**src/rtl/status_defines.svh**
```systemverilog
`ifndef STATUS_DEFINES_SVH
`define STATUS_DEFINES_SVH
// ----------------------------------------------------------------
// Widths and depths
// ----------------------------------------------------------------
`define SET_W 16
`define SET_CNT 4
`define BYTE_W 8
`define OQ_DEPTH 16
`define OQ_AW 4
`define EQ_DEPTH 10
`define EQ_AW 4
// ----------------------------------------------------------------
// Register set indices
// ----------------------------------------------------------------
`define SET_OPER 0
`define SET_QUES 1
`define SET_MEAS 2
`define SET_STD 3
// ----------------------------------------------------------------
// Status byte bit positions
// ----------------------------------------------------------------
`define SB_MEAS 0
`define SB_SPARE 1
`define SB_EAV 2
`define SB_QUES 3
`define SB_MAV 4
`define SB_ESB 5
`define SB_RQS 6
`define SB_OPER 7
// Operation condition measuring bit
`define OPER_MEASURING 4
// ----------------------------------------------------------------
// Reset values and standard enable mask
// ----------------------------------------------------------------
`define SET_RST 16'h0000
`define BYTE_RST 8'h00
`define STD_EN_MASK 16'h00ff
`endif

```
**src/rtl/status_pkg.sv**
```systemverilog
package status_pkg;
  // Register selector for the internal access port
  typedef enum logic [3:0] {
    SEL_COND0 = 4'h0,
    SEL_COND1 = 4'h1,
    SEL_COND2 = 4'h2,
    SEL_COND3 = 4'h3,
    SEL_EVT0 = 4'h4,
    SEL_EVT1 = 4'h5,
    SEL_EVT2 = 4'h6,
    SEL_EVT3 = 4'h7,
    SEL_EN0 = 4'h8,
    SEL_EN1 = 4'h9,
    SEL_EN2 = 4'ha,
    SEL_EN3 = 4'hb,
    SEL_STB = 4'hc,
    SEL_SRE = 4'hd,
    SEL_OUTQ = 4'he,
    SEL_ERRQ = 4'hf
  } reg_sel_e;
  // One status register set word
  typedef logic [15:0] set_word_t;
endpackage

```
**src/rtl/status_reporting_and_service_request.sv**
```systemverilog
// Behaviour
// RQ1: Remote entered only when listen-addressed with enable
// RQ2: Remote blocks keys except local; exit restores
// RQ3: Talk address sets talker; untalk/listen/clear reset
// RQ4: Listen address sets listener; unlisten/talk/clear reset
// RQ5: Request indicator holds until poll or causes gone
// RQ6: Local key cancels remote, restores display
// RQ7: Lockout disables local key until go-to-local
// RQ8: Four register sets feed status byte summaries
// RQ9: Condition registers read-only, track live inputs
// RQ10: Event bits latch from conditions until cleared
// RQ11: Masked events OR into one summary bit
// RQ12: Event read, power-up, clear-status clear events
// RQ13: Enable read harmless; power-up or zero clears
// RQ14: Preset clears three enables, keeps standard enable
// RQ15: Output queue FIFO drives message available bit
// RQ16: Controller queries then talk-addresses to drain
// RQ17: Error queue FIFO holds ten, read removes
// RQ18: Error available follows error queue non-empty
// RQ19: Status byte and request mask are eight bits
// RQ20: Status byte bit positions fixed, bit one zero
// RQ21: Summary bits follow sources without latching
// RQ22: Masked summaries gate bit six
// RQ23: Enabled rise sets request; poll clears request only
// RQ24: Power-up and clear-status clear status byte; clear-status keeps the message available bit while the output queue holds data
`timescale 1ns/10ps
`include "status_defines.svh"
module status_reporting_and_service_request
  import status_pkg::*;
(
  // Clock and reset
  input wire logic sys_clk_in,
  input wire logic rst_in,
  // Bus lines and decoded bus commands
  input wire logic ren_in,
  input wire logic my_talk_addr_in,
  input wire logic my_listen_addr_in,
  input wire logic untalk_in,
  input wire logic unlisten_in,
  input wire logic ifc_in,
  input wire logic llo_in,
  input wire logic gtl_in,
  input wire logic serial_poll_in,
  // Front panel
  input wire logic local_key_in,
  input wire logic [7:0] panel_keys_in,
  output logic [7:0] panel_keys_out,
  output logic display_restore_out,
  // Indicators
  output logic remote_indicator_out,
  output logic talk_indicator_out,
  output logic listener_active_indicator_out,
  output logic srq_indicator_out,
  output logic srq_out,
  // Live conditions
  input wire logic [15:0] oper_cond_in,
  input wire logic [15:0] ques_cond_in,
  input wire logic [15:0] meas_cond_in,
  input wire logic [15:0] std_cond_in,
  // Common commands
  input wire logic clear_status_in,
  input wire logic status_preset_in,
  // Queue fill
  input wire logic oq_push_in,
  input wire logic [7:0] oq_data_in,
  output logic oq_full_out,
  input wire logic eq_push_in,
  input wire logic [15:0] eq_data_in,
  // Register access
  input wire logic [3:0] reg_sel_in,
  input wire logic reg_rd_in,
  input wire logic reg_wr_in,
  input wire logic [15:0] reg_wdata_in,
  output logic [15:0] reg_rdata_out,
  output logic reg_rvalid_out
);
  // ------------------------------------------------------------
  // Pin synchronisers
  // ------------------------------------------------------------
  logic ren_meta, ren_sync;
  logic key_meta, key_sync, key_prev;
  logic [7:0] keys_meta, keys_sync;

  // Two flops on every asynchronous pin
  always_ff @(posedge sys_clk_in) begin
    if (rst_in) begin
      ren_meta <= 1'b0;
      ren_sync <= 1'b0;
      key_meta <= 1'b0;
      key_sync <= 1'b0;
      key_prev <= 1'b0;
      keys_meta <= `BYTE_RST;
      keys_sync <= `BYTE_RST;
    end else begin
      ren_meta <= ren_in;
      ren_sync <= ren_meta;
      key_meta <= local_key_in;
      key_sync <= key_meta;
      key_prev <= key_sync;
      keys_meta <= panel_keys_in;
      keys_sync <= keys_meta;
    end
  end

  // ------------------------------------------------------------
  // Remote, lockout, talker and listener
  // ------------------------------------------------------------
  logic remote, lockout, talker, listener;
  wire key_press = key_sync && !key_prev;
  wire local_accept = key_press && remote && !lockout; // RQ7
  wire go_remote = ren_sync && my_listen_addr_in; // RQ1
  wire go_local = !ren_sync || gtl_in || local_accept; // RQ6

  // Remote and lockout state
  always_ff @(posedge sys_clk_in) begin
    if (rst_in) begin
      remote <= 1'b0;
      lockout <= 1'b0;
      display_restore_out <= 1'b0;
    end else begin
      if (go_local) begin
        remote <= 1'b0; // RQ6
      end else if (go_remote) begin
        remote <= 1'b1; // RQ1
      end
      if (!ren_sync || gtl_in) begin
        lockout <= 1'b0; // RQ7
      end else if (llo_in) begin
        lockout <= 1'b1; // RQ7
      end
      display_restore_out <= local_accept; // RQ6
    end
  end

  // Talker and listener addressing
  always_ff @(posedge sys_clk_in) begin
    if (rst_in || ifc_in) begin
      talker <= 1'b0;
      listener <= 1'b0;
    end else begin
      if (my_talk_addr_in) begin
        talker <= 1'b1; // RQ3
      end else if (untalk_in || my_listen_addr_in) begin
        talker <= 1'b0; // RQ3
      end
      if (my_listen_addr_in) begin
        listener <= 1'b1; // RQ4
      end else if (unlisten_in || my_talk_addr_in) begin
        listener <= 1'b0; // RQ4
      end
    end
  end

  // Keys pass only in local
  always_ff @(posedge sys_clk_in) begin
    if (rst_in) begin
      panel_keys_out <= `BYTE_RST;
    end else begin
      panel_keys_out <= remote ? `BYTE_RST : keys_sync; // RQ2
    end
  end

  assign remote_indicator_out = remote; // RQ2
  assign talk_indicator_out = talker;
  assign listener_active_indicator_out = listener;

  // ------------------------------------------------------------
  // Register sets
  // ------------------------------------------------------------
  set_word_t cond [`SET_CNT];
  set_word_t cond_prev [`SET_CNT];
  set_word_t evt [`SET_CNT];
  set_word_t en [`SET_CNT];
  logic [`SET_CNT-1:0] summary;
  wire [1:0] set_idx = reg_sel_in[1:0];
  wire sel_cond = (reg_sel_in[3:2] == 2'b00);
  wire sel_evt = (reg_sel_in[3:2] == 2'b01);
  wire sel_en = (reg_sel_in[3:2] == 2'b10);

  // Live conditions, no writes possible
  assign cond[`SET_OPER] = oper_cond_in; // RQ9
  assign cond[`SET_QUES] = ques_cond_in;
  assign cond[`SET_MEAS] = meas_cond_in;
  assign cond[`SET_STD] = std_cond_in & `STD_EN_MASK;

  // Event latch, enable storage per set
  for (genvar s = 0; s < `SET_CNT; s++) begin : g_set
    wire evt_clr = clear_status_in || (reg_rd_in && sel_evt && set_idx == 2'(s)); // RQ12
    wire en_wr = reg_wr_in && sel_en && set_idx == 2'(s);
    wire [15:0] wmask = (s == `SET_STD) ? `STD_EN_MASK : 16'hffff;
    wire [15:0] evt_set = cond[s] & ~cond_prev[s];

    always_ff @(posedge sys_clk_in) begin
      if (rst_in) begin
        cond_prev[s] <= `SET_RST;
        evt[s] <= `SET_RST; // RQ12
        en[s] <= `SET_RST; // RQ13
      end else begin
        cond_prev[s] <= cond[s];
        // Set wins over clear
        evt[s] <= (evt_clr ? `SET_RST : evt[s]) | evt_set; // RQ10
        if (en_wr) begin
          en[s] <= reg_wdata_in & wmask; // RQ13
        end else if (status_preset_in && s != `SET_STD) begin
          en[s] <= `SET_RST; // RQ14
        end
      end
    end

    assign summary[s] = |(evt[s] & en[s]); // RQ11 RQ8
  end

  // ------------------------------------------------------------
  // Queues
  // ------------------------------------------------------------
  logic [7:0] oq_rdata;
  logic [15:0] eq_rdata;
  logic oq_empty, eq_empty;
  wire oq_pop = reg_rd_in && reg_sel_in == SEL_OUTQ && talker; // RQ16
  wire eq_pop = reg_rd_in && reg_sel_in == SEL_ERRQ;

  // Response queue
  status_fifo #(.WIDTH(`BYTE_W), .DEPTH(`OQ_DEPTH), .AW(`OQ_AW)) u_outq (
    .sys_clk_in(sys_clk_in),
    .rst_in(rst_in),
    .flush_in(1'b0),
    .push_in(oq_push_in),
    .push_data_in(oq_data_in),
    .pop_in(oq_pop), // RQ15
    .pop_data_out(oq_rdata),
    .empty_out(oq_empty),
    .full_out(oq_full_out)
  );

  // Error queue, ten entries
  status_fifo #(.WIDTH(`SET_W), .DEPTH(`EQ_DEPTH), .AW(`EQ_AW)) u_errq (
    .sys_clk_in(sys_clk_in),
    .rst_in(rst_in),
    .flush_in(clear_status_in),
    .push_in(eq_push_in),
    .push_data_in(eq_data_in),
    .pop_in(eq_pop), // RQ17
    .pop_data_out(eq_rdata),
    .empty_out(eq_empty),
    .full_out()
  );

  // ------------------------------------------------------------
  // Status byte and service request
  // ------------------------------------------------------------
  logic [7:0] sre;
  logic [7:0] summ_prev;
  logic rqs;
  logic [7:0] summ_byte;
  wire [7:0] enabled_summ;
  wire mss;
  wire rqs_rise;

  // Non-latching summary byte
  always_comb begin
    summ_byte = `BYTE_RST;
    summ_byte[`SB_MEAS] = summary[`SET_MEAS]; // RQ20 RQ21
    summ_byte[`SB_EAV] = !eq_empty; // RQ18
    summ_byte[`SB_QUES] = summary[`SET_QUES];
    summ_byte[`SB_MAV] = !oq_empty; // RQ15
    summ_byte[`SB_ESB] = summary[`SET_STD];
    summ_byte[`SB_OPER] = summary[`SET_OPER];
  end

  assign enabled_summ = summ_byte & sre; // RQ22
  assign mss = |enabled_summ; // RQ22
  assign rqs_rise = |(enabled_summ & ~summ_prev); // RQ23

  // Mask register and request latch
  always_ff @(posedge sys_clk_in) begin
    if (rst_in) begin
      sre <= `BYTE_RST; // RQ13
      summ_prev <= `BYTE_RST;
      rqs <= 1'b0; // RQ24
    end else begin
      if (reg_wr_in && reg_sel_in == SEL_SRE) begin
        sre <= reg_wdata_in[7:0] & ~(8'h01 << `SB_RQS); // RQ19
      end
      summ_prev <= enabled_summ;
      if (rqs_rise) begin
        rqs <= 1'b1; // RQ23
      end else if (serial_poll_in || !mss || clear_status_in) begin
        rqs <= 1'b0; // RQ5 RQ24
      end
    end
  end

  assign srq_out = rqs; // RQ23
  assign srq_indicator_out = rqs; // RQ5

  // ------------------------------------------------------------
  // Read path
  // ------------------------------------------------------------
  logic [15:0] rd_hold;
  logic rd_queue, rd_errq;
  logic [15:0] rd_mux;

  // Select register read value
  always_comb begin
    rd_mux = `SET_RST;
    if (sel_cond) begin
      rd_mux = cond[set_idx];
    end else if (sel_evt) begin
      rd_mux = evt[set_idx];
    end else if (sel_en) begin
      rd_mux = en[set_idx];
    end else if (reg_sel_in == SEL_STB) begin
      rd_mux = {8'h00, summ_byte | (8'(mss) << `SB_RQS)};
    end else if (reg_sel_in == SEL_SRE) begin
      rd_mux = {8'h00, sre};
    end
  end

  // Capture read data one cycle later
  always_ff @(posedge sys_clk_in) begin
    if (rst_in) begin
      rd_hold <= `SET_RST;
      rd_queue <= 1'b0;
      rd_errq <= 1'b0;
      reg_rvalid_out <= 1'b0;
    end else begin
      reg_rvalid_out <= reg_rd_in;
      rd_queue <= oq_pop || eq_pop;
      rd_errq <= eq_pop;
      if (reg_rd_in) begin
        rd_hold <= rd_mux;
      end
    end
  end

  assign reg_rdata_out = !rd_queue ? rd_hold : rd_errq ? eq_rdata : {8'h00, oq_rdata};
endmodule

```
**src/rtl/status_fifo.sv**
```systemverilog
`timescale 1ns/10ps
`include "status_defines.svh"
// ------------------------------------------------------------
// Small FIFO with registered read data
// ------------------------------------------------------------
module status_fifo #(
  parameter int WIDTH = 16,
  parameter int DEPTH = 10,
  parameter int AW = 4
) (
  // Clock and reset
  input wire logic sys_clk_in,
  input wire logic rst_in,
  // Control
  input wire logic flush_in,
  input wire logic push_in,
  input wire logic [WIDTH-1:0] push_data_in,
  input wire logic pop_in,
  // Status and data
  output logic [WIDTH-1:0] pop_data_out,
  output logic empty_out,
  output logic full_out
);
  // Storage and pointers
  logic [WIDTH-1:0] mem [DEPTH];
  logic [AW-1:0] wr_ptr;
  logic [AW-1:0] rd_ptr;
  logic [AW:0] count;
  wire do_push;
  wire do_pop;

  // Wrap an index at the depth
  function automatic logic [AW-1:0] bump(input logic [AW-1:0] p);
    bump = (p == AW'(DEPTH - 1)) ? '0 : p + 1'b1;
  endfunction

  assign empty_out = (count == '0);
  assign full_out = (count == (AW+1)'(DEPTH));
  // Pushes when full are dropped, pops when empty ignored
  assign do_push = push_in && !full_out && !flush_in;
  assign do_pop = pop_in && !empty_out && !flush_in;

  // Memory write and registered read
  always_ff @(posedge sys_clk_in) begin
    if (do_push) begin
      mem[wr_ptr] <= push_data_in;
    end
    if (rst_in) begin
      pop_data_out <= '0;
    end else if (do_pop) begin
      pop_data_out <= mem[rd_ptr];
    end
  end

  // Pointers and fill count
  always_ff @(posedge sys_clk_in) begin
    if (rst_in || flush_in) begin
      wr_ptr <= '0;
      rd_ptr <= '0;
      count <= '0;
    end else begin
      if (do_push) begin
        wr_ptr <= bump(wr_ptr);
      end
      if (do_pop) begin
        rd_ptr <= bump(rd_ptr);
      end
      count <= count + (AW+1)'(do_push) - (AW+1)'(do_pop);
    end
  end
endmodule

```
**config.mk**
```make
export PLATFORM = sky130hd
export DESIGN_NAME = status_reporting_and_service_request
export DESIGN_NICKNAME = d
export VERILOG_FILES = /design/src/rtl/status_pkg.sv /design/src/rtl/status_reporting_and_service_request.sv /design/src/rtl/status_fifo.sv
export VERILOG_INCLUDE_DIRS = /design/src /design/src/rtl
export SDC_FILE = /design/constraint.sdc
export NUM_CORES = 1
export LEC_CHECK = 0
export BUFFER_PORTS_ARGS = -buffer_cell sky130_fd_sc_hd__buf_4
export CORE_MARGIN = 2
export CORE_UTILIZATION = 40
export CTS_BUF_LIST = sky130_fd_sc_hd__clkbuf_4
export CTS_CLUSTER_DIAMETER = 40
export DETAILED_ROUTE_END_ITERATION = 16
export PLACE_DENSITY = 0.64
export SLEW_MARGIN = 20
export SYNTH_ARGS = -nofsm -noshare
export SYNTH_HDL_FRONTEND = slang
export SYNTH_SLANG_ARGS = --single-unit
```
**constraint.sdc**
```tcl
create_clock -name sys_clk_in -period 4.5 [get_ports sys_clk_in]
set_input_delay 0.9 -clock sys_clk_in [delete_from_list [all_inputs] [get_ports sys_clk_in]]
set_output_delay 0.9 -clock sys_clk_in [all_outputs]
set_load 0.02 [all_outputs]
```
==> results of run 1 <==
[path summary, 6_finish.rpt]
check / slack [ns] / startpoint / end
setup / recovery: 0.83 / rd_errq / reg_rdata_out[0]
hold / removal: 0.16 / panel_keys_in[7] / keys_meta[7]
setup reg to reg: 1.06 / u_outq.count[3] / u_outq.count[4]
hold reg to reg: 0.42 / keys_sync[1] / panel_keys_out[1]
[layout make-up]
cell class	instances	area [um^2]	share of cell area, %
inverters	93	349	1.28
diodes	6	15.0	0.0553
well taps	765	957	3.52
clock inverters	45	274	1.01
repair buffers	194	1460	5.37
multi-input cells	867	7450	27.4
flip-flops and latches	573	14900	54.9
clock buffers	232	1740	6.41
[logic make-up (layout without fill, tap and decap cells)]
family	count (synthesis)	after routing	synth area share [%]
and+or+nand+nor	404	404	9.16
adders and majority gates	20	20	1.15
AOI/OAI and AO/OA	257	257	7.92
muxes	171	171	13.1
xor gates and xnor gates	15	15	0.568
DFF	573	573	64.5
buffers and inverters	189	564	3.61
other	0	6	0
[state kept, by name (all words and copies together) (netlist names), 5 cells and up]
register / flops
keys_sync: 8
evt: 56
en: 56
u_errq.mem: 160
cond_prev: 56
u_outq.count: 5
u_outq.mem: 128
keys_meta: 8
rd_hold: 16
summ_prev: 6
u_errq.count: 5
u_outq.pop_data_out: 8
sre: 7
u_errq.pop_data_out: 16
panel_keys_out: 8
[Yosys cell counts (3+ instances only)]
master                       n  area (um^2)
sky130_fd_sc_hd__and4_1      3         26.3
sky130_fd_sc_hd__a211oi_1   36          270
sky130_fd_sc_hd__nand2b_1   18          113
sky130_fd_sc_hd__xnor2_1     9         78.8
sky130_fd_sc_hd__nand2_1    42          158
sky130_fd_sc_hd__nand4_1     3         18.8
sky130_fd_sc_hd__buf_6       9          101
sky130_fd_sc_hd__edfxtp_1  344        10300
sky130_fd_sc_hd__xor2_1      6         52.6
sky130_fd_sc_hd__inv_1      93          349
sky130_fd_sc_hd__a31oi_1     5         31.3
sky130_fd_sc_hd__o32ai_1     3         26.3
sky130_fd_sc_hd__mux4_2     70         1580
sky130_fd_sc_hd__nor2b_1    88          551
sky130_fd_sc_hd__a22oi_1     4         30.0
sky130_fd_sc_hd__dfxtp_1   229         4580
sky130_fd_sc_hd__ha_1       18          225
sky130_fd_sc_hd__o21ai_0    42          210
sky130_fd_sc_hd__o22ai_1     4         25.0
sky130_fd_sc_hd__buf_4       9         67.6
sky130_fd_sc_hd__mux2i_1    72          721
sky130_fd_sc_hd__or3_1       3         18.8
sky130_fd_sc_hd__nor2_1    116          435
sky130_fd_sc_hd__a22o_1     68          596
sky130_fd_sc_hd__buf_2      18         90.1
sky130_fd_sc_hd__buf_1       4         15.0
sky130_fd_sc_hd__and2_1     81          507
sky130_fd_sc_hd__mux4_1     27          709
sky130_fd_sc_hd__a221oi_1   12          105
sky130_fd_sc_hd__clkbuf_1   55          206
sky130_fd_sc_hd__nand3_1    11         55.1
sky130_fd_sc_hd__o221a_2     9          101
sky130_fd_sc_hd__nor3_1     27          135
sky130_fd_sc_hd__a21oi_1    52          260
sky130_fd_sc_hd__o211ai_1    9         67.6
[critical path, cell delays in order (launching register included)]
cell and delay [ns]:
sky130_fd_sc_hd__dfxtp_1 0.93, sky130_fd_sc_hd__mux2i_1 0.16, sky130_fd_sc_hd__a21oi_1 0.47, sky130_fd_sc_hd__buf_4 0.24
[stage by stage]
| step | setup slack (ns) | utilization [%] | hold WS (ns) |
|---|---|---|---|
| 2_1_floorplan | 0.850 | - | 0.406 |
| 3_3_place_gp | 0.479 | 43.7 | 0.409 |
| 3_5_place_dp | 0.439 | 43.7 | 0.411 |
| 4_1_cts | 0.652 | 47.2 | 0.0369 |
| 5_1_grt | 0.664 | 47.3 | 0.0432 |
| 6_report | 0.831 | 47.3 | 0.162 |
[timing repair]
item,CTS,global route
hold buffers,1,0
endpoints found under the setup margin,0,0
endpoints found under the hold margin,2,0
[power groups by stage]
stage	logic, mW	registers, mW	clock network, mW
2_1_floorplan	0.504	5.91	0
3_3_place_gp	0.824	5.96	0
3_5_place_dp	0.846	5.97	0
4_1_cts	0.850	5.85	4.79
5_1_grt	0.927	5.87	5.08
6_report	0.846	5.86	4.66
[per-layer routing]
layer | GRT usage [%] | wire, um | vias up
met5 | 0 | 9 | -
met4 | 9.25 | 2060 | 2
met3 | 5.89 | 3940 | 112
met2 | 31.0 | 27500 | 538
met1 | 25.0 | 24800 | 7205
li1 | - | - | 6678
==> summary.md, run 1 <==
The flow ran to the end, and the final reports show no timing, DRC or antenna violations. The library cell used most frequently in the layout, excluding fill and tap cells, is sky130_fd_sc_hd__edfxtp_1. At the worst endpoint, the arrival time is 2.77 ns. After synthesis the netlist holds a flip-flop and latch count of 573. The worst setup path is captured at an output pin. The worst path uses 81.5% of the clock period. The top cell types in the final layout, fill and taps aside, are 344 x sky130_fd_sc_hd__edfxtp_1, 232 x sky130_fd_sc_hd__clkbuf_4, 225 x sky130_fd_sc_hd__dfxtp_1. For this design the total switching power over the nets is 2.73 mW. The routability congestion estimate from global placement was 0.873. The required arrival time at the worst endpoint is 3.60 ns, and the die outline width is 244 um. The worst register-to-register path has a depth of 13. The final number of max-transition violations is 0. In this run the deepest clock path goes through 3 buffers. In the synthesized netlist the dominant register cell turns out to be sky130_fd_sc_hd__edfxtp_1.

The run gives 0 as the total count of hold-check failures in the final report. The logs give 56 for the count of unique library cells instantiated by Yosys and 57500 um^2 for the standard cell core area. Across the routed clock network, the largest skew measured is 0.0699 ns.

After synthesis, the share of flip-flops with an asynchronous set or reset is 0%. The remaining global-route overflow came out at 0. The number of cells on the worst hold path is 2. The clock network power share was 41.0%. The pin count of the biggest net entering global routing was 72; the via count of the first global-routing pass was 14600. The floorplan step defined a die boundary enclosing 59700 um^2. Sequential elements use 64.5% of the synthesized area. By startpoint and endpoint, the worst setup path is classified as flop to output pin. The worst pin sits at a relative slew slack of 26.9%. At the later pin of the worst-skew pair, clock insertion delay measures 0.97 ns.

For this design the ratio of total power to cell area is 418 nW/um^2. The initialized floorplan defines 88 standard-cell rows. Yosys mapped a number of flops with a built-in enable equal to 344. The count of yosys warnings during synthesis is 0, and the peak clock frequency supported by timing is 273 MHz.

The run gives 0 as the total of cells resized after clock tree synthesis. Summing all placed instances gives a cell area of 25100 um^2. Clock tree synthesis found a total of 573 sinks. In this run, the combinational gates consume 7.4% of the power.

Buffers placed on the I/O ports in this run total 157. For this run, the detailed router's first-pass iteration total came to 5. Compared with the post-synthesis result, the final layout area differs by 17.5%. The placed wire-length estimate after detailed placement is 38500 um. The total wire length after detailed routing is 58400 um, and the via density per instance is 5.24. Of the total power, the share spent switching nets is 24.0%.

In this run the vertical extent of the chip is 244 um. For the number of clock buffers inserted by TritonCTS, the log shows 151. Setup repair after global routing left no endpoint under its margin. After the last flow step, the layout net total stands at 2034.

For the pin with the worst max-slew slack, the measured transition is 1.10 ns. Averaged over all synthesized cells, the footprint is 14.2 um^2. For the cell count after placement, the log shows 2491.

Ratio of cells with drive above 1 in the final layout: 27.1%. STA classifies the critical path startpoint as a flop. The number of violations of the max-capacitance limit was 0; the detailed router's first-iteration violation count was 1046.

The run gives 2775 as the count of non-filler cells in the finished layout. The summed negative setup slack over all endpoints is 0 ns, and the overall global routing resource usage is 19.7%. The layout has 5044 filler cells.

The class of the tightest hold or removal check was input port to flop. The H-tree was split into 4 levels. The share of total power dissipated in sequential elements is 51.5%. In the final routed layout, each cell accounts on average for 21.0 um. The detailed router placed 14500 vias in this run.

After clock tree synthesis, the clock-pin slew on the worst setup and hold paths is 0.07 ns. TritonCTS built the clock tree. The run gives 23100 um^2 as the cell area after synthesis.

The logs give 0 for the residual DRC count and 27200 um^2 for the final non-filler cell area. For the post-synthesis cell count, the log shows 1629. Counting I/O delays and the setup requirement, the final critical path takes 3.67 ns.

For the number of antenna violations at the first check in global routing, the log shows 5. The logs give 11.4 mW for the sum of internal, switching and leakage power and 0 for the final number of setup-violating endpoints. The cell sitting at the root of the clock tree is a sky130_fd_sc_hd__clkbuf_4.

The first global-routing pass estimated 87600 um of wire. Internal power comes to 8.63 mW. Post-CTS timing repair inserted 0 buffers for setup. Count of pins on the block boundary: 166. VDD sags by at most 0.214 mV. The number of nets handed over by synthesis was 1783.

The largest driver fanout on the critical path works out to 16. The leakage power total was 9.94 nW. The tools report the initial cell density of the core as 40.2%. For the post-route antenna net violation count, the log shows 0.
Note: power is estimated with default switching activity, not from simulation.
==> inputs of run 2 (changes only) <==
--- a/config.mk
+++ b/config.mk
@@ -6,6 +6,7 @@
 export SDC_FILE = /design/constraint.sdc
 export NUM_CORES = 1
 export LEC_CHECK = 0
+export ABC_AREA = 1
 export BUFFER_PORTS_ARGS = -buffer_cell sky130_fd_sc_hd__buf_4
 export CORE_MARGIN = 2
 export CORE_UTILIZATION = 40
==> constraint.sdc (replaced) <==
create_clock -name sys_clk_in -period 3.7 [get_ports sys_clk_in]
set_input_delay 0.74 -clock sys_clk_in [delete_from_list [all_inputs] [get_ports sys_clk_in]]
set_output_delay 0.74 -clock sys_clk_in [all_outputs]
set_load 0.02 [all_outputs]
==> run 2 against run 1 <==
  * Register-to-register slack lost 0.04 ns
  * Area after synthesis shrank 1.6%
  * Hold slack lost 0.072 ns
  * Wire length grew 12%
  * Largest cell class unchanged
==> summary.md, run 2 <==
The worst reg-to-reg path cell count was 14. The number of antenna violations at the first check in global routing was 4; the number of rows in the core area was 87. The total power per unit cell area is 492 nW/um^2.

The number of synthesized flops with an enable pin was 344. The most used flip-flop cell after synthesis is sky130_fd_sc_hd__edfxtp_1. Sequential cells account for 52.2% of the total power.

The tools report the detailed router's first-iteration violation count as 1508. Transition time at the pin with the least slew margin: 0.841 ns. The routed length per instance is 19.2 um.

The biggest area contributor in the post-synthesis netlist is sky130_fd_sc_hd__edfxtp_1. On the critical path the largest part of the delay comes from flip-flops. The final number of setup-violating endpoints is 0. The clock passes through at most 3 buffers. Per report_power, the clock group accounts for 39.8% of the total. Traced cell by cell, the critical path runs through o21ai_0 > a21oi_1 > nor2_1 > buf_4. Clock-pin slew was measured on the worst setup and hold paths at 0.06 ns. The iteration count of the initial detailed-routing pass is 6, and the switching share of power is 24.4%. After routing, the total negative slack on setup checks comes to 0 ns.

For the total count of hold-check failures in the final report, the log shows 0. At the later pin of the worst-skew pair, clock insertion delay measures 0.98 ns. In the final design database the tool counted 2682 nets. The flow ran to the end, and the final reports show no timing, DRC or antenna violations.

In this run, distinct cell masters in the synthesized netlist total 42. The post-route clock skew was 0.0371 ns; the total of buffers placed on input and output ports was 157. The run gives 2.96 ns as the required arrival time at the worst endpoint. The slowest stage of the critical path is the sky130_fd_sc_hd__dfxtp_1 cell. The die covers 58800 um^2. The run gives 58 as the pin count of the biggest net entering global routing.

TritonCTS built the clock tree. The number of stages on the worst setup path works out to 4. The tightest min-delay check is of the input port to flop type. The logic gate share of total power was 8.0%. Sorting the synthesized cells by how often they occur yields 366 x sky130_fd_sc_hd__nor2_1, 344 x sky130_fd_sc_hd__edfxtp_1, 254 x sky130_fd_sc_hd__nand2_1. Along the worst hold path, the cell count comes to 3. In the post-synthesis netlist, the biggest area contributors are sky130_fd_sc_hd__edfxtp_1 45%, sky130_fd_sc_hd__dfxtp_1 20%, sky130_fd_sc_hd__nor2_1 6.0%, sky130_fd_sc_hd__o21ai_0 4.7%, sky130_fd_sc_hd__nand2_1 4.2%.

The top cell types in the final layout, fill and taps aside, are 363 x sky130_fd_sc_hd__nor2_1, 344 x sky130_fd_sc_hd__edfxtp_1, 254 x sky130_fd_sc_hd__nand2_1. The worst setup path is launched from a flop. The Yosys step of the flow raised 0 warnings.

The via count of the first global-routing pass was 17800; the number of vias in the routed layout was 17900. The area growth from synthesis to layout is 21.6%. The worst-case IR drop observed on VDD is 0.298 mV. The wire length of the first global-routing pass is 100000 um, and the die outline width is 242 um. The tools report the fraction of the core area covered by cells at the end of the flow as 49.2%. The post-route netlist has 17.5% of its cells at a drive strength greater than 1.

For the number of violations of the max-capacitance limit, the log shows 0. The library cell used most frequently in the layout, excluding fill and tap cells, is sky130_fd_sc_hd__nor2_1. The most numerous cell in the Yosys netlist is sky130_fd_sc_hd__nor2_1.

The initial cell density of the core is 40.4%, and the residual DRC count is 0. The internal power came out at 10.3 mW. In the final layout, the registers with the most flip-flops are u_errq.mem (160), u_outq.mem (128). 166 I/O pins were placed. The vertical die dimension works out to 242 um. The number of clock buffers added by TritonCTS is 146. Global routing used 22.2% of the available tracks. Synthesis inferred 573 register bits. Routability-driven placement finished with a final weighted congestion of 0.885. For the maximum level of the CTS H-tree, the log shows 4.

The critical path buffer and inverter count was 1. The floorplan step defined a core boundary enclosing 56300 um^2. The number of flip-flops under the largest register name was 160. At the worst endpoint, the arrival time is 2.73 ns. Post-synthesis net count: 2345. Derived from the worst setup path, the maximum achievable clock frequency is 288 MHz. The worst path uses 93.9% of the clock period.

Largest stage delay on the critical path: 0.87 ns. The run gives 65300 um as the total wire length after detailed routing. Total clock sinks: 573. The final number of max-transition violations is 0, and the average footprint of a synthesized cell is 10.4 um^2. u_errq.mem holds more flip-flops than any other register. The cell area after synthesis is 22700 um^2. The proportion of netlist area held by the largest area contributor was 45.4%.

After detailed routing, the number of vias per cell comes to 5.28. In this run the worst path has a maximum fanout of 24. For this design the static power due to leakage is 10.8 nW.

For this design the total switching power over the nets is 3.31 mW. The element type at the critical path end is an output pin. The share of synthesized registers carrying an async set or reset was 0%; the worst relative slew slack was 43.9%. The remaining global-route overflow is 0, and the placed wire-length estimate after detailed placement is 42100 um.

The post-synthesis cell count came out at 2191. Subtracting the final worst setup slack from the clock period gives 3.47 ns. The buffer cell driving the clock tree root was sky130_fd_sc_hd__clkbuf_4. Setup repair after global routing left no endpoint under its margin. The tools report the share of the yosys chip area belonging to registers as 65.6%. In this run the remaining antenna-violating nets after routing total 0.

The worst setup path is of the flop to output pin kind.
[run 2: changes by cell type after synthesis, moves of 28 or more]
cell / before / now
sky130_fd_sc_hd__o32ai_1: 3 / 31
sky130_fd_sc_hd__o22ai_1: 4 / 41
sky130_fd_sc_hd__a22o_1: 68 / 1
sky130_fd_sc_hd__nor2b_1: 88 / 0
sky130_fd_sc_hd__and2_1: 81 / 0
sky130_fd_sc_hd__inv_1: 93 / 224
sky130_fd_sc_hd__nand3_1: 11 / 72
sky130_fd_sc_hd__o21ai_0: 42 / 212
sky130_fd_sc_hd__nor2_1: 116 / 366
sky130_fd_sc_hd__a211oi_1: 36 / 3
sky130_fd_sc_hd__nand2_1: 42 / 254
sky130_fd_sc_hd__mux4_2: 70 / 0
sky130_fd_sc_hd__clkbuf_1: 55 / 87
sky130_fd_sc_hd__mux2i_1: 72 / 0
[run 2: layout make-up]
class	instances	area, um^2
fillers	5133	28600
multi-input cells	1273	6530
repair buffers	302	2500
flip-flops and latches	573	14900
inverters	232	873
clock buffers	224	1680
diodes	2	5.00
well taps	756	946
clock inverters	40	219
[run 2: worst paths after layout]
path | to | startpoint | slack [ns]
worst max-delay path | reg_rdata_out[4] | rd_errq | 0.23
worst min-delay path | sre[5] | reg_wdata_in[5] | 0.09
worst max register to register | u_outq.count[4] | u_outq.count[2] | 1.02
worst min register to register | evt[0][4] | cond_prev[0][4] | 0.40
[run 2: logic make-up after synthesis]
logic type	share of synthesized area [%]
AOI/OAI and AO/OA	14.4
buffers and inverters	5.90
DFF	65.6
and+or+nand+nor	12.8
xor gates and xnor gates	0.231
adders and majority gates	1.17
[run 2: what timing repair did]
item | CTS | global route
endpoints found under the hold margin | 248 | 0
setup endpoints to repair | 1 | 0
hold buffers | 92 | 0
setup buffers | 0 | 0
gates resized for setup | 1 | 0
[run 2: metal layers]
layer  vias up  part of all wire [%]  global-route usage, %
met5         -                 0.032                      0
met4         4                   3.3                   10.5
met3       127                   8.3                   6.07
met2       731                    47                   35.3
met1      8637                    42                   28.1
li1       8450                     -                      -
[run 2: tightest hold or removal path, delay by kind of cell]
family / cells / cell delay, ns
AOI/OAI and AO/OA: 1 / 0.06
buffers and inverters: 1 / 0.13
and+or+nand+nor: 1 / 0.08
[run 2: power groups by stage]
stage / clock network (mW) / logic (mW) / registers, mW
finish: 5.41 / 1.10 / 7.10
global route: 5.89 / 1.21 / 7.11
CTS: 5.55 / 1.09 / 7.09
detailed placement: 0 / 1.01 / 7.23
global placement: 0 / 0.984 / 7.22
floorplan: 0 / 0.560 / 7.20
[run 2: metrics by stage]
| step | power (mW) | setup slack (ns) | instance area, um^2 | hold WS (ns) | std cells |
|---|---|---|---|---|---|
| after CTS | 13.7 | 0.125 | 27700 | 0.00232 | 3400 |
| after global routing | 14.2 | 0.00125 | 27700 | 0.0192 | 3402 |
| final | 13.6 | 0.225 | 27700 | 0.0908 | 3402 |
| after global placement | 8.21 | 0.640 | 24800 | 0.389 | 3044 |
| after detailed placement | 8.24 | 0.595 | 24800 | 0.396 | 3044 |
| after floorplan | 7.76 | 0.600 | 22700 | 0.388 | 2191 |
==> inputs of run 3 (changes only) <==
--- a/config.mk
+++ b/config.mk
@@ -17,4 +17,5 @@
 export SLEW_MARGIN = 20
 export SYNTH_ARGS = -nofsm -noshare
 export SYNTH_HDL_FRONTEND = slang
+export SYNTH_HIERARCHICAL = 1
 export SYNTH_SLANG_ARGS = --single-unit
==> constraint.sdc (replaced) <==
create_clock -name sys_clk_in -period 3.4 [get_ports sys_clk_in]
set_input_delay 0.68 -clock sys_clk_in [delete_from_list [all_inputs] [get_ports sys_clk_in]]
set_output_delay 0.68 -clock sys_clk_in [all_outputs]
set_load 0.02 [all_outputs]
==> run 3 against run 2 <==
  * Via count is 9.2% higher
  * Cell count rose by 14%
  * Combinational power shrank 11%
  * Sequential cell count did not move
  * Utilization down 0.24 points
  * Hold slack gained 0.043 ns
  * Critical path depth stayed put
  * Total power is 10% higher
  * Clock skew up 0.037 ns
  * Worst setup slack better by 0.065 ns
  * Critical path type unchanged
  * Largest power group unchanged
==> summary.md, run 3 <==
The run finished with clean final reports. The floorplan has 90 rows. The first global-routing pass estimated 107000 um of wire. The tightest min-delay check is of the input port to flop type.

The path with the worst hold slack has its endpoint at u_errq/wr_ptr[0]. Leaving out fill and tap cells, the most frequent cells in the layout are 662 x sky130_fd_sc_hd__nand2_1, 345 x sky130_fd_sc_hd__inv_1, 344 x sky130_fd_sc_hd__edfxtp_1. The vertical die dimension came out at 250 um. The final critical path takes up 91.5% of the cycle. The worst reg-to-reg path cell count is 12, and the arrival time of the worst setup path is 2.43 ns. Detailed placement ended at an HPWL of 43300 um. The setup check on the worst reg-to-reg path leaves a slack of 0.52 ns. The critical path is of the flop to output pin type. Setup repair after global routing left no endpoint under its margin.

In this run the most critical hold path is launched from eq_push_in. Count of yosys warnings during synthesis: 6. At the pin with the least slew margin, the transition time is 1.05 ns.

STA puts the critical path data required time at 2.72 ns. After detailed routing, the average wire length per cell comes to 17.9 um. The run gives 24300 um^2 as the cell area after synthesis. Measured along the x axis, the die boundary spans 250 um. The pin count of the biggest net entering global routing was 113; the area added between synthesis and finish was 21.2%. TritonCTS built the clock tree. The start of the worst register-to-register path was u_outq/count[3].

Derived from the worst setup path, the maximum achievable clock frequency is 322 MHz. Along the worst hold path, the cell count comes to 5. The logs give 0 for the total count of hold-check failures in the final report and 1.01 ns for the source-to-sink clock delay at the later pin of the worst-skew pair. In this run the static leakage power is 12.5 nW. The placed instance area came out at 26100 um^2. The final non-filler cell area came out at 29400 um^2. Clock tree synthesis found a total of 573 sinks. For the iteration count of the initial detailed-routing pass, the log shows 6. The net count of the finished layout is 3130. Of all nets on the critical path, the largest fanout is 17.

The logs give 0 for the final number of max-transition violations and 40.4% for the initial cell density of the core. The via count of the first global-routing pass came out at 19200. Buffer cell driving the clock tree root: sky130_fd_sc_hd__clkbuf_4. The largest register by flop count was u_errq/mem. The worst setup path is launched from a flop. The core region is 60100 um^2. Headroom to the max-slew limit came out at 30.0%. The run gives 0.249 mV as the largest voltage drop on the vdd net. 166 I/O pins were placed.

The number of flip-flops under the largest register name works out to 160. The routed layout has 19600 vias. In the final timing run, aggregate negative setup slack is 0 ns. Between clock sinks in the finished design, the worst skew comes to 0.0740 ns. The number of buffers inserted by post-CTS setup repair was 0. In the final layout, the registers with the most flip-flops are u_errq/mem (160), u_outq/mem (128). The die covers 62700 um^2.

The worst register-to-register path ends at u_outq/count[4]. The time the worst path needs with I/O delays and setup was 3.11 ns. The number of antenna violations at the first check in global routing was 3. Most common library cell in the layout ignoring fill and taps: sky130_fd_sc_hd__nand2_1.

CTS built an H-tree with a depth of 4. The total power per unit cell area works out to 509 nW/um^2. Dividing the detail-routed via count by the number of cells gives 5.05. The remaining global-route overflow was 0. Detailed router's first-iteration violation count: 1845. The detail route stage leaves a number of antenna-violating nets equal to 0. The buffer depth of the longest clock path was 3; the average footprint of a synthesized cell was 9.30 um^2. The ratio of cells with drive above 1 in the final layout was 15.9%; the number of clock buffers inserted by TritonCTS was 154. The clock-pin slew on the worst setup and hold paths is 0.07 ns, and the total wire length after detailed routing is 69400 um. The final number of setup-violating endpoints came out at 0. Input and output buffers added on the ports amount to 157. The logs give 0 for the number of violations of the max-capacitance limit and 0.933 for the routability congestion estimate from global placement.

The overall global routing resource usage came out at 22.1%. Post-synthesis cell count: 2608. STA classifies the critical path endpoint as an output pin.

The residual DRC count is 0.
run 3: worst max-delay path by stage:
stage	startpoint	to	slack [ns]	cells after the start
2_1_floorplan	reg_sel_in[1]	u_outq/count[4]	0.30	19
3_3_place_gp	reg_sel_in[2]	u_errq/count[4]	0.31	15
3_5_place_dp	reg_sel_in[2]	u_errq/count[4]	0.29	15
4_1_cts	rd_errq	reg_rdata_out[4]	0.04	4
5_1_grt	rd_errq	reg_rdata_out[0]	0.14	4
6_report	rd_errq	reg_rdata_out[0]	0.29	4
run 3: final cells by class:
type	instances	area, um^2
fill	5558	30700
sequential	573	14900
multi-input combinational	1558	7310
timing repair buffer	329	2790
clock buffer	221	1660
inverter	360	1360
tap	782	978
clock inverter	56	394
antenna	2	5.00
run 3: timing repair:
item,4_1_cts,5_1_grt
hold buffers,123,0
resized for setup,0,2
hold endpoints to repair,471,0
setup endpoints to repair,0,5
run 3: metal layers:
metal / global-route usage (%) / up-vias / wire length (um)
met4: 8.79 / 4 / 1890
met2: 34.9 / 825 / 32100
met1: 28.5 / 9225 / 29300
met3: 6.58 / 136 / 6090
li1: - / 9406 / -
met5: 0 / - / 24
run 3: metrics by stage:
step                power [mW]  worst slack, ns  utilization, %  hold WS, ns  cells
floorplan                 8.20            0.299               -        0.388   2610
global placement          8.63            0.311            43.4        0.392   3479
detailed placement        8.64            0.288            43.4        0.393   3479
CTS                       15.1           0.0381            48.9       0.0194   3879
global route              15.6            0.137            48.9       0.0630   3881
finish                    15.0            0.290            48.9        0.133   3881
run 3: critical path, stage by stage (launching register included):
cell and delay, ns:
sky130_fd_sc_hd__dfxtp_2 0.42, sky130_fd_sc_hd__inv_1 0.22, sky130_fd_sc_hd__nand2_1 0.09, sky130_fd_sc_hd__a31oi_1 0.48, sky130_fd_sc_hd__buf_4 0.26
run 3: power breakdown:
part           total, mW  internal [mW]  leakage, nW  switching, mW
logic              0.979          0.390         6.20          0.589
clock network       6.33           3.40         1.21           2.93
registers           7.65           7.53         5.08          0.124
total               15.0           11.3         12.5           3.65
